## config.mk

```make
export PLATFORM = sky130hd
export DESIGN_NAME = ppb_port_pins
export DESIGN_NICKNAME = d
export VERILOG_FILES = /design/src/shared/ppb_pkg.sv /design/src/rtl/ppb_port_pins.sv /design/src/rtl/ppb_irq_edge.sv
export SDC_FILE = /design/constraint.sdc
export NUM_CORES = 1
export LEC_CHECK = 0
export BUFFER_PORTS_ARGS = -buffer_cell sky130_fd_sc_hd__buf_2
export CAP_MARGIN = 20
export CELL_PAD_IN_SITES_DETAIL_PLACEMENT = 0
export CELL_PAD_IN_SITES_GLOBAL_PLACEMENT = 1
export CORE_MARGIN = 2
export CORE_UTILIZATION = 40
export DETAILED_ROUTE_END_ITERATION = 8
export GPL_ROUTABILITY_DRIVEN = 1
export PLACE_DENSITY = 0.78
export SLEW_MARGIN = 10
export SYNTH_ARGS = -nofsm -noshare
export SYNTH_HDL_FRONTEND = slang
export SYNTH_SLANG_ARGS = --single-unit
```

## constraint.sdc

```tcl
create_clock -name mclk -period 2.1 [get_ports mclk]
set_clock_uncertainty 0.05 [all_clocks]
set_input_delay 0.42 -clock mclk [delete_from_list [all_inputs] [get_ports mclk]]
set_output_delay 0.42 -clock mclk [all_outputs]
set_load 0.02 [all_outputs]
```

## src/shared/ppb_pkg.sv

```systemverilog
`default_nettype none
package ppb_pkg;
  // Port 2 is eight bits wide; pins 0..3 double as analog inputs
  localparam int unsigned PORT_W       = 8;
  localparam int unsigned ANA_W        = 4;
  localparam int unsigned OSC_OUT_BIT  = 2;
  localparam int unsigned OSC_IN_BIT   = 3;
  localparam int unsigned IRQ_A_BIT    = 1;
  localparam int unsigned IRQ_B_BIT    = 2;
  localparam logic [7:0]  LATCH_RST    = 8'h00;
  localparam logic [7:0]  MODE_RST     = 8'hFF;
  localparam logic [3:0]  ANA_RST      = 4'h0;
  // Cycles the option byte fetch takes after reset release
  localparam int unsigned OPT_FETCH_CYC = 2;
  localparam logic [1:0]  OPT_FETCH_LAST = 2'(OPT_FETCH_CYC - 1);
  typedef enum logic [1:0] {PPB_RST_HOLD, PPB_RST_FETCH, PPB_RST_RUN} ppb_rst_e;
endpackage
`default_nettype wire

```

## src/rtl/ppb_port_pins.sv

```systemverilog
`default_nettype none
// What this block does
// - Shared oscillator/analog pins are held pulled down while reset is asserted
// - Option bit picks reset input or input port for the shared reset pin
// - Low on the shared reset pin before option fetch keeps device in reset
// - Output level change on an interrupt-capable output pin sets its request flag
// - Any analog select bit set disables port use of its pin
// - Single-bit instruction does byte-wide read-modify-write of the whole port
module ppb_port_pins
(
  input  wire logic        mclk,
  input  wire logic        reset,
  input  wire logic        opt_pin_is_port,
  input  wire logic        reset_or_input_pin,
  input  wire logic [7:0]  port2_pin_in,
  input  wire logic [7:0]  port2_mode_wr,
  input  wire logic        port2_mode_we,
  input  wire logic [3:0]  analog_mode_select_bits,
  input  wire logic        analog_mode_we,
  input  wire logic [3:0]  pullup_option_bits,
  input  wire logic        pullup_we,
  input  wire logic [7:0]  port2_wr_data,
  input  wire logic        port2_byte_we,
  input  wire logic        port2_bit_we,
  input  wire logic [2:0]  port2_bit_sel,
  input  wire logic        port2_bit_val,
  input  wire logic        irq_a_clear,
  input  wire logic        irq_b_clear,
  output logic             internal_reset,
  output logic [7:0]       port2_pin_out,
  output logic [7:0]       port2_pin_oe,
  output logic [3:0]       port2_pullup_en,
  output logic             osc_out_analog2_pd,
  output logic             osc_in_analog3_pd,
  output logic [7:0]       port2_rd_data,
  output logic [3:0]       port2_analog_mode_ctrl,
  output logic             reset_or_input_val,
  output logic             ext_irq_flag_a,
  output logic             ext_irq_flag_b
);
  typedef struct packed
  {
    ppb_pkg::ppb_rst_e rst;
    logic [1:0]        cnt;
    logic              port_sel;
    logic [7:0]        latch;
    logic [7:0]        mode;
    logic [3:0]        ana;
    logic [3:0]        pu;
    logic [7:0]        rd;
    logic [7:0]        pin_out;
    logic [7:0]        pin_oe;
    logic [3:0]        pu_en;
    logic              pd;
    logic              rin;
    logic              fa;
    logic              fb;
    logic              ir;
  } ppb_state_s;

  ppb_state_s st_q;
  ppb_state_s st_d;
  logic       chg_a;
  logic       chg_b;

  // Pin is usable as a digital port only when its analog select is off
  function automatic logic [7:0] port_usable(input logic [3:0] ana);
    port_usable = {4'hF, ~ana};
  endfunction

  // Inputs read the pin, outputs read their own latch
  function automatic logic [7:0] read_back(input logic [7:0] mode, input logic [7:0] pin, input logic [7:0] latch);
    read_back = (mode & pin) | (~mode & latch);
  endfunction

  // ----------------------------------------------------------------
  // Interrupt pin level change detectors
  // ----------------------------------------------------------------
  ppb_irq_edge u_edge_a
  (
    .mclk      (mclk),
    .reset     (reset),
    .out_mode  (~st_q.mode[ppb_pkg::IRQ_A_BIT]),
    .out_level (st_q.latch[ppb_pkg::IRQ_A_BIT]),
    .change    (chg_a)
  );
  ppb_irq_edge u_edge_b
  (
    .mclk      (mclk),
    .reset     (reset),
    .out_mode  (~st_q.mode[ppb_pkg::IRQ_B_BIT]),
    .out_level (st_q.latch[ppb_pkg::IRQ_B_BIT]),
    .change    (chg_b)
  );

  // ----------------------------------------------------------------
  // Next state
  // ----------------------------------------------------------------
  always_comb
  begin
    logic [7:0] rmw;
    logic [7:0] use_m;
    rmw = 8'h00;
    use_m = 8'h00;
    st_d = st_q;
    case (st_q.rst)
      ppb_pkg::PPB_RST_HOLD:
      begin
        st_d.cnt = 2'h0;
        st_d.rst = ppb_pkg::PPB_RST_FETCH;
      end
      ppb_pkg::PPB_RST_FETCH:
      begin
        // Pin still acts as reset until the option is known
        if (!reset_or_input_pin)
        begin
          st_d.cnt = 2'h0;
        end
        else if (st_q.cnt == ppb_pkg::OPT_FETCH_LAST)
        begin
          st_d.port_sel = opt_pin_is_port;
          st_d.rst = ppb_pkg::PPB_RST_RUN;
        end
        else
        begin
          st_d.cnt = st_q.cnt + 2'h1;
        end
      end
      ppb_pkg::PPB_RST_RUN:
      begin
        if (!st_q.port_sel && !reset_or_input_pin)
        begin
          st_d.rst = ppb_pkg::PPB_RST_HOLD;
        end
      end
      default:
      begin
        st_d.rst = ppb_pkg::PPB_RST_HOLD;
      end
    endcase
    if (st_q.rst == ppb_pkg::PPB_RST_RUN)
    begin
      if (port2_mode_we)
      begin
        st_d.mode = port2_mode_wr;
      end
      if (analog_mode_we)
      begin
        st_d.ana = analog_mode_select_bits;
      end
      if (pullup_we)
      begin
        st_d.pu = pullup_option_bits;
      end
      // Read back pin level for inputs, latch for outputs, as a whole byte
      rmw = read_back(st_q.mode, port2_pin_in, st_q.latch);
      if (port2_bit_we)
      begin
        rmw[port2_bit_sel] = port2_bit_val;
        st_d.latch = rmw;
      end
      else if (port2_byte_we)
      begin
        st_d.latch = port2_wr_data;
      end
    end
    // Clear loses to a same-cycle set
    if (irq_a_clear)
    begin
      st_d.fa = 1'b0;
    end
    if (irq_b_clear)
    begin
      st_d.fb = 1'b0;
    end
    if (chg_a)
    begin
      st_d.fa = 1'b1;
    end
    if (chg_b)
    begin
      st_d.fb = 1'b1;
    end
    use_m = port_usable(st_d.ana);
    st_d.pin_oe = ~st_d.mode & use_m;
    st_d.pin_out = st_d.latch & use_m;
    st_d.pu_en = st_d.pu & ~st_d.ana;
    st_d.rd = read_back(st_d.mode, port2_pin_in, st_d.latch) & use_m;
    st_d.pd = 1'b0;
    st_d.rin = st_d.port_sel & reset_or_input_pin;
    // Registered so the reset output never glitches on a state decode
    st_d.ir = (st_d.rst != ppb_pkg::PPB_RST_RUN);
  end

  always_ff @(posedge mclk or posedge reset)
  begin
    if (reset)
    begin
      st_q.rst     <= ppb_pkg::PPB_RST_HOLD;
      st_q.cnt     <= 2'h0;
      st_q.port_sel <= 1'b0;
      st_q.latch   <= ppb_pkg::LATCH_RST;
      st_q.mode    <= ppb_pkg::MODE_RST;
      st_q.ana     <= ppb_pkg::ANA_RST;
      st_q.pu      <= 4'h0;
      st_q.rd      <= 8'h00;
      st_q.pin_out <= 8'h00;
      st_q.pin_oe  <= 8'h00;
      st_q.pu_en   <= 4'h0;
      st_q.pd      <= 1'b1;
      st_q.rin     <= 1'b0;
      st_q.fa      <= 1'b0;
      st_q.fb      <= 1'b0;
      st_q.ir      <= 1'b1;
    end
    else
    begin
      st_q <= st_d;
    end
  end

  assign internal_reset         = st_q.ir;
  assign port2_pin_out          = st_q.pin_out;
  assign port2_pin_oe           = st_q.pin_oe;
  assign port2_pullup_en        = st_q.pu_en;
  assign osc_out_analog2_pd     = st_q.pd;
  assign osc_in_analog3_pd      = st_q.pd;
  assign port2_rd_data          = st_q.rd;
  assign port2_analog_mode_ctrl = st_q.ana;
  assign reset_or_input_val     = st_q.rin;
  assign ext_irq_flag_a         = st_q.fa;
  assign ext_irq_flag_b         = st_q.fb;

  // ----------------------------------------------------------------
  // Checks
  // ----------------------------------------------------------------
  a_pd_after_reset: assert property (@(posedge mclk) $fell(reset) |-> osc_out_analog2_pd && osc_in_analog3_pd)
    else $error("pull-down not held through reset");
  a_pd_released: assert property (@(posedge mclk) disable iff (reset) $past(!reset) |=> !osc_in_analog3_pd)
    else $error("pull-down not released");
  a_pin_reset_only: assert property (@(posedge mclk) disable iff (reset)
      st_q.rst == ppb_pkg::PPB_RST_RUN && st_q.port_sel |=> st_q.rst == ppb_pkg::PPB_RST_RUN)
    else $error("port mode pin caused reset");
  a_pin_low_reset: assert property (@(posedge mclk) disable iff (reset)
      st_q.rst == ppb_pkg::PPB_RST_RUN && !st_q.port_sel && !reset_or_input_pin |=> internal_reset)
    else $error("reset pin ignored");
  a_fetch_hold: assert property (@(posedge mclk) disable iff (reset)
      st_q.rst == ppb_pkg::PPB_RST_FETCH && !reset_or_input_pin |=> internal_reset)
    else $error("left reset with pin low");
  a_irq_set: assert property (@(posedge mclk) disable iff (reset) chg_a |=> ext_irq_flag_a)
    else $error("irq a flag not set");
  a_irq_b_set: assert property (@(posedge mclk) disable iff (reset) chg_b |=> ext_irq_flag_b)
    else $error("irq b flag not set");
  a_analog_off: assert property (@(posedge mclk) disable iff (reset)
      (port2_pin_oe[3:0] & port2_analog_mode_ctrl) == 4'h0)
    else $error("analog pin driven");
  a_bit_rmw: assert property (@(posedge mclk) disable iff (reset)
      port2_bit_we && !internal_reset && !port2_byte_we |=> st_q.latch[$past(port2_bit_sel)] == $past(port2_bit_val))
    else $error("bit write lost");
endmodule
`default_nettype wire

```

## src/rtl/ppb_irq_edge.sv

```systemverilog
`default_nettype none
// Output level change detector for one interrupt-capable pin
module ppb_irq_edge
(
  input  wire logic mclk,
  input  wire logic reset,
  input  wire logic out_mode,
  input  wire logic out_level,
  output logic      change
);
  typedef struct packed
  {
    logic lvl;
  } ppb_edge_s;
  ppb_edge_s st_q;
  ppb_edge_s st_d;
  always_comb
  begin
    st_d.lvl = out_level;
  end
  always_ff @(posedge mclk or posedge reset)
  begin
    if (reset)
    begin
      st_q <= '0;
    end
    else
    begin
      st_q <= st_d;
    end
  end
  assign change = out_mode && (out_level != st_q.lvl);
endmodule
`default_nettype wire

```

==> impl_metrics.py, run 1 <==
metrics = {
    "clock_network": {
        "postCtsHoldBufs": 0,
        "clkLatencyLatePin_ns": 0.34,
        "clock_path_buffers": 2,
        "cts-htree-levels": 3,
        "cts_made_buffers": 9,
        "path_clk_slew_ns": 0.07,
        "postCtsResizedCells": 0,
        "cts_setup_buffers": 0,
        "cts_tree": "done",
        "clockRootBuffer": "clkbuf_8",
        "clock-sinks": 60,
    },
    "timing": {
        "finalCritPeriodShare_pct": 81.1,
        "rsz0062_at_grt": "no",
        "setup_slack_ns": 0.396,
        "setup_viol": 0,
        "tns_ns": 0,
        "clock.fmax_ghz": 0.587,
        "slew_violations": 0,
        "timing.final.hold_violations": 0,
        "min_period_ns": 1.70,
    },
    "logic_synthesis": {
        "ys_seq_elements": 60,
        "synth_cells": 245,
        "netlist.area_leader.share_pct": 43.6,
        "synth_flop_cell": "dfrtp_1",
        "async_reset_ff_share_pct": 100,
        "synth-edff-count": 0,
        "seq_area_frac_synth_pct": 52.7,
        "syn_area_mm2": 0.00287,
        "postSynthAreaPerCell_um2": 11.7,
        "synth.area.top_cells": "dfrtp_1, buf_4, dfstp_2, mux2_2, mux2i_1",
        "synth_cell_types": 43,
        "synth_fp_nets": 293,
        "ys_warn_count": 0,
        "yosys.area.top_type": "dfrtp_1",
    },
    "detailed_routing": {
        "drc_errors": 0,
        "drt-initial-drc-count": 58,
        "wl_per_cell_um": 14.8,
        "drtPass1Iterations": 4,
        "vias_per_cell": 4.79,
        "ant_nets": 0,
        "wirelength_um": 5980,
        "vias": 1939,
    },
    "power": {
        "intPower_uw": 3050,
        "power.clock.fraction_pct": 24.4,
        "pwr-share-comb_pct": 34.6,
        "p_leak_uw": 0.00166,
        "switching_share_pct": 35.1,
        "p_sw_uw": 1650,
        "ir_worst_vdd_mv": 0.426,
        "seqPwrFrac_pct": 41.0,
        "power.density_mw_per_mm2": 1390,
    },
    "global_routing": {
        "grt_start_max_net_pins": 41,
        "grt_pass1_wl_um": 9590,
        "grt.total_usage_pct": 16.6,
        "grt_pass1_vias": 1959,
        "gr-total-overflow": 0,
        "grt_antenna_before_repair": 0,
    },
    "status": {
        "outcome": "complete, no violations",
    },
    "setup_path": {
        "timing.rr.end": "port2_rd_data[7]$_DFF_PP0_",
        "timing.rr.start": "st_q[61]$_DFF_PP0_",
        "critical_path_class": "reg2reg",
        "r2r_cells": 4,
        "critPathArrivalTime_ns": 1.88,
        "required_ns": 2.27,
        "cp-end-kind": "flop",
        "crit_fanout": 10,
        "worst_setup_path_start_kind": "flop",
        "reg2reg_slack_ns": 0.40,
    },
    "floorplanning": {
        "fp.dieH_um": 88.7,
        "ios": 85,
        "rows": 30,
        "initial_core_util_pct": 41.8,
        "dieWidth_um": 88.7,
        "core-area_mm2": 0.00687,
        "dieArea_mm2": 0.00788,
    },
    "place": {
        "place_congestion": 0.687,
        "io_buffers": 84,
        "dp_slack_ns": 0.390,
        "dp.final_hpwl_um": 4380,
    },
    "final_layout": {
        "antenna_cells": 0,
        "drive_gt1_share_pct": 43.4,
        "area_delta_synth_final_pct": 17.7,
        "nets": 352,
        "final_cell_mix": "buf_2, dfrtp_1, inv_1",
        "final_common_cell": "buf_2",
    },
    "min_path": {
        "hold_class": "in2async",
    },
    "run": {
        "maxCapViolations": 0,
    },
}
## logic make-up (layout without fill, tap and decap cells)
kind of cell | after synthesis | after routing | share of synthesized area, %
xor gates and xnor gates | 2 | 2 | 0.610
muxes | 29 | 29 | 11.2
adders and majority gates | 1 | 1 | 0.435
buffers and inverters | 57 | 121 | 12.7
and+or+nand+nor | 62 | 62 | 13.6
other | 1 | 1 | 0.131
AOI/OAI and AO/OA | 33 | 33 | 8.58
DFF | 60 | 60 | 52.7
## worst max-delay path: stages (launching register included)
cell and delay (ns):
dfrtp_1 0.49, nand3b_1 0.14, buf_4 0.22, mux2i_1 0.32
mux2_2 0.37
## layout make-up
cell class | count | area (µm²)
clock buffers | 9 | 124
clock inverters | 7 | 98.8
fillers | 636 | 3490
inverters | 16 | 60.1
multi-input cells | 128 | 995
flip-flops and latches | 60 | 1510
well taps | 96 | 120
repair buffers | 89 | 470
## sequential cells by signal, indices dropped and copies added, names as in the netlist, 4 cells and up
signal and flops:
st_q 22, port2_pin_oe 8, port2_rd_data 8, port2_pin_out 7, port2_analog_mode_ctrl 4, port2_pullup_en 4
## cell usage after synthesis (2+ instances only)
cell        n
nor3_1      2
o211ai_1    4
a31oi_1     5
o31ai_1     3
inv_1      16
o21ai_0     2
nand2_1     9
dfstp_2    10
mux2i_1    12
o22ai_1     2
nand4bb_1   2
o22a_1      3
nand4b_1    2
a211o_1     4
dfrtp_1    50
mux2_2     14
nor3b_1     2
or3b_1      4
nand3b_1    5
buf_2       3
mux2_4      3
buf_4      35
a21oi_1     2
o221ai_1    3
nor2b_1     9
xnor2_1     2
o2111ai_1   4
nand3_1     3
nor2_1     14
buf_6       2
nor4bb_1    2
## metal layers
metal  vias up  GRT usage, %  wire length (µm)
met2        54          26.0              2880
met1       934          21.4              2730
met4         0          6.20                80
li1        945             -                 -
met5         -             0                 0
met3         6          5.32               291
## metrics by stage
stage / utilization (%) / hold slack (ns) / instances / total power, µW / area, µm²
global placement: 46.0 / 0.403 / 389 / 3540 / 3160
floorplan: - / 0.382 / 245 / 3430 / 2870
CTS: 49.2 / 0.0607 / 405 / 4770 / 3380
finish: 49.2 / 0.0498 / 405 / 4700 / 3380
detailed placement: 46.0 / 0.415 / 389 / 3600 / 3160
global route: 49.2 / 0.0808 / 405 / 5030 / 3380
## power by group through the flow
stage               logic [µW]  clock network (µW)  registers, µW
floorplan                 1510                   0           1920
global placement          1600                   0           1940
detailed placement        1640                   0           1960
CTS                       1650                1180           1940
global route              1790                1250           1990
finish                    1630                1150           1930
## worst max path at each step
stage                  startpoint                    endpoint
5_1_grt        st_q[61]$_DFF_PP0_  port2_rd_data[0]$_DFF_PP0_
2_1_floorplan               reset  ext_irq_flag_a$_DFFE_PP0P_
4_1_cts        st_q[61]$_DFF_PP0_  port2_rd_data[5]$_DFF_PP0_
6_report       st_q[61]$_DFF_PP0_  port2_rd_data[7]$_DFF_PP0_
3_3_place_gp     port2_bit_sel[2]  port2_rd_data[4]$_DFF_PP0_
3_5_place_dp   st_q[61]$_DFF_PP0_  port2_rd_data[5]$_DFF_PP0_
Power figures use the tool's default switching activity.
==> run 2: changes to the inputs <==
--- a/config.mk
+++ b/config.mk
@@ -5,15 +5,16 @@
 export SDC_FILE = /design/constraint.sdc
 export NUM_CORES = 1
 export LEC_CHECK = 0
+export ABC_AREA = 1
 export BUFFER_PORTS_ARGS = -buffer_cell sky130_fd_sc_hd__buf_2
 export CAP_MARGIN = 20
 export CELL_PAD_IN_SITES_DETAIL_PLACEMENT = 0
 export CELL_PAD_IN_SITES_GLOBAL_PLACEMENT = 1
 export CORE_MARGIN = 2
-export CORE_UTILIZATION = 40
+export CORE_UTILIZATION = 38
 export DETAILED_ROUTE_END_ITERATION = 8
 export GPL_ROUTABILITY_DRIVEN = 1
-export PLACE_DENSITY = 0.78
+export PLACE_DENSITY = 0.77
 export SLEW_MARGIN = 10
 export SYNTH_ARGS = -nofsm -noshare
 export SYNTH_HDL_FRONTEND = slang
==> constraint.sdc (replaced) <==
create_clock -name mclk -period 1.6 [get_ports mclk]
set_clock_uncertainty 0.05 [all_clocks]
set_input_delay 0.32 -clock mclk [delete_from_list [all_inputs] [get_ports mclk]]
set_output_delay 0.32 -clock mclk [all_outputs]
set_load 0.02 [all_outputs]
==> impl_metrics.py, run 2 <==
metrics = {
    "power": {
        "p_leak_uw": 0.00204,
        "p_sw_uw": 1100,
        "ir_worst_vdd_mv": 0.429,
        "intPower_uw": 2840,
        "seqPwrFrac_pct": 44.3,
        "power.clock.fraction_pct": 37.7,
        "power.density_mw_per_mm2": 1080,
        "pwr-share-comb_pct": 18.0,
        "switching_share_pct": 28.0,
    },
    "floorplanning": {
        "dieWidth_um": 94.2,
        "core-area_mm2": 0.00781,
        "fp.dieH_um": 94.2,
        "dieArea_mm2": 0.00887,
        "rows": 32,
        "initial_core_util_pct": 39.6,
        "ios": 85,
    },
    "place": {
        "dp_slack_ns": 0.0862,
        "place_congestion": 0.796,
        "io_buffers": 84,
        "dp.final_hpwl_um": 4700,
    },
    "final_layout": {
        "largest-register": "st_q",
        "area_delta_synth_final_pct": 18.0,
        "final_common_cell": "nand2_1",
        "largest_register_ffs": 22,
        "nets": 479,
        "drive_gt1_share_pct": 32.8,
        "fillers": 814,
        "final_cell_mix": "nand2_1, buf_2, inv_1",
        "antenna_cells": 0,
    },
    "global_routing": {
        "grt_antenna_before_repair": 0,
        "gr-total-overflow": 0,
        "grt_start_max_net_pins": 51,
        "grt_pass1_wl_um": 10700,
        "grt_pass1_vias": 2338,
        "grt.total_usage_pct": 15.6,
    },
    "setup_path": {
        "cp-end-kind": "flop",
        "crit_fanout": 10,
        "worst_setup_path_start_kind": "flop",
        "critPathArrivalTime_ns": 1.65,
        "timing.rr.start": "st_q[61]$_DFF_PP0_",
        "critical_path_class": "reg2reg",
        "critPathLaunch": "st_q[61]$_DFF_PP0_",
        "required_ns": 1.77,
    },
    "logic_synthesis": {
        "postSynthAreaPerCell_um2": 8.40,
        "yosys.area.top_type": "dfrtp_1",
        "yosysMostFrequentCell": "nand2_1",
        "synth-edff-count": 0,
        "netlist.area_leader.share_pct": 40.5,
        "synth_flop_cell": "dfrtp_1",
        "synth_fp_nets": 416,
        "synth_cell_types": 27,
        "ys_warn_count": 0,
        "synth.area.top_cells": "dfrtp_1, nand2_1, dfstp_2, buf_4, inv_1",
        "syn_area_mm2": 0.00309,
        "synth_cells": 368,
        "synth_common_cells": "nand2_1, inv_1, dfrtp_1",
        "async_reset_ff_share_pct": 100,
        "ys_seq_elements": 60,
        "seq_area_frac_synth_pct": 49.0,
    },
    "detailed_routing": {
        "drc_errors": 0,
        "drtPass1Iterations": 4,
        "ant_nets": 0,
        "wirelength_um": 6510,
        "drt-initial-drc-count": 105,
        "vias_per_cell": 4.48,
        "wl_per_cell_um": 12.1,
        "vias": 2408,
    },
    "timing": {
        "slew_violations": 0,
        "clock.fmax_ghz": 0.675,
        "rsz0062_at_grt": "no",
        "setup_slack_ns": 0.117,
        "tns_ns": 0,
        "finalCritPeriodShare_pct": 92.7,
        "timing.final.hold_violations": 0,
        "setup_viol": 0,
        "min_period_ns": 1.48,
    },
    "clock_network": {
        "clock_path_buffers": 2,
        "clockRootBuffer": "clkbuf_8",
        "cts_tree": "done",
        "cts-htree-levels": 3,
        "clkLatencyLatePin_ns": 0.33,
        "cts_made_buffers": 9,
        "clock-sinks": 60,
        "path_clk_slew_ns": 0.07,
    },
    "min_path": {
        "min_from": "irq_a_clear",
        "hold_class": "in2reg",
    },
    "run": {
        "maxCapViolations": 0,
    },
    "status": {
        "outcome": "complete, no violations",
    },
}
[run 2: changes by cell type after synthesis, moves of 5 or more]
| cell | delta |
|---|---|
| nor2b_1 | -9 |
| nand3b_1 | -5 |
| inv_1 | +41 |
| a21oi_1 | +22 |
| a31oi_1 | -5 |
| o21ai_0 | +12 |
| mux2i_1 | -12 |
| nor2_4 | +9 |
| nand2_1 | +82 |
| inv_2 | +6 |
| mux2_2 | -14 |
| nand3_1 | +21 |
[run 2: worst paths after layout]
kind / end / slack (ns) / depth (start not counted)
min in group asynchronous: reset_or_input_val$_DFF_PP0_ / 0.43 / 3
min: ext_irq_flag_a$_DFFE_PP0P_ / 0.13 / 2
max reg2reg: port2_rd_data[6]$_DFF_PP0_ / 0.12 / 8
max in group asynchronous: st_q[44]$_DFF_PP1_ / 0.48 / 4
min reg2reg: u_edge_a.st_q$_DFF_PP0_ / 0.43 / 0
max: port2_rd_data[6]$_DFF_PP0_ / 0.12 / 8
[run 2: through the flow]
stage | hold slack [ns] | std cells | instance area [µm²] | power, µW | util (%)
after CTS | 0.110 | 534 | 3600 | 3980 | 46.1
after global placement | 0.234 | 517 | 3370 | 2470 | 43.2
final | 0.125 | 538 | 3650 | 3940 | 46.7
after detailed placement | 0.235 | 517 | 3370 | 2480 | 43.2
after global routing | 0.105 | 538 | 3650 | 4160 | 46.7
after floorplan | 0.372 | 368 | 3100 | 2350 | -
[run 2: cell type report]
cell class	count	area, µm²	area share (%)
Sequential cell	60	1510	41.5
Multi-Input combinational cell	208	1080	29.5
Timing Repair Buffer	89	473	13.0
Inverter	63	243	6.65
Clock buffer	11	141	3.87
Tap cell	102	128	3.50
Clock inverter	5	75.1	2.06
[run 2: metal layers]
metal / global-route usage (%) / vias up / wire length, µm
li1: - / 1238 / -
met1: 20.6 / 1100 / 3000
met2: 23.8 / 60 / 3050
met3: 4.74 / 10 / 342
met4: 6.28 / 0 / 107
met5: 0 / - / 0
[run 2: cells by family (layout without fill, tap and decap cells)]
group                      after synthesis  count (layout)  synth area share, %
DFF                                     60              60                 49.0
buffers and inverters                  101             168                 17.1
and+or+nand+nor                        146             147                 21.9
other                                    1               1                0.121
adders and majority gates                1               1                0.405
AOI/OAI and AO/OA                       59              59                 11.5
[run 2: critical path, cell delays in order (launching register included)]
cell and delay, ns:
dfrtp_1 0.37, inv_2 0.07, nor2_4 0.17, buf_4 0.19, nand2_4 0.15, o21ai_2 0.19, inv_1 0.07, nand2_1 0.05
nand2_1 0.04
[run 2: power groups by stage]
stage                     sequential [µW]  combinational, µW  clock [µW]
final                                1740                710        1480
after global routing                 1760                804        1600
after CTS                            1740                712        1520
after detailed placement             1770                708           0
after global placement               1770                703           0
after floorplan                      1770                577           0
[run 2: what timing repair did]
item | in CTS | in global routing
resized for setup | 0 | 5
buffers inserted | 0 | 3
endpoints found under the setup margin | 0 | 7
hold endpoints to repair | 9 | 0
hold buffers | 1 | 0
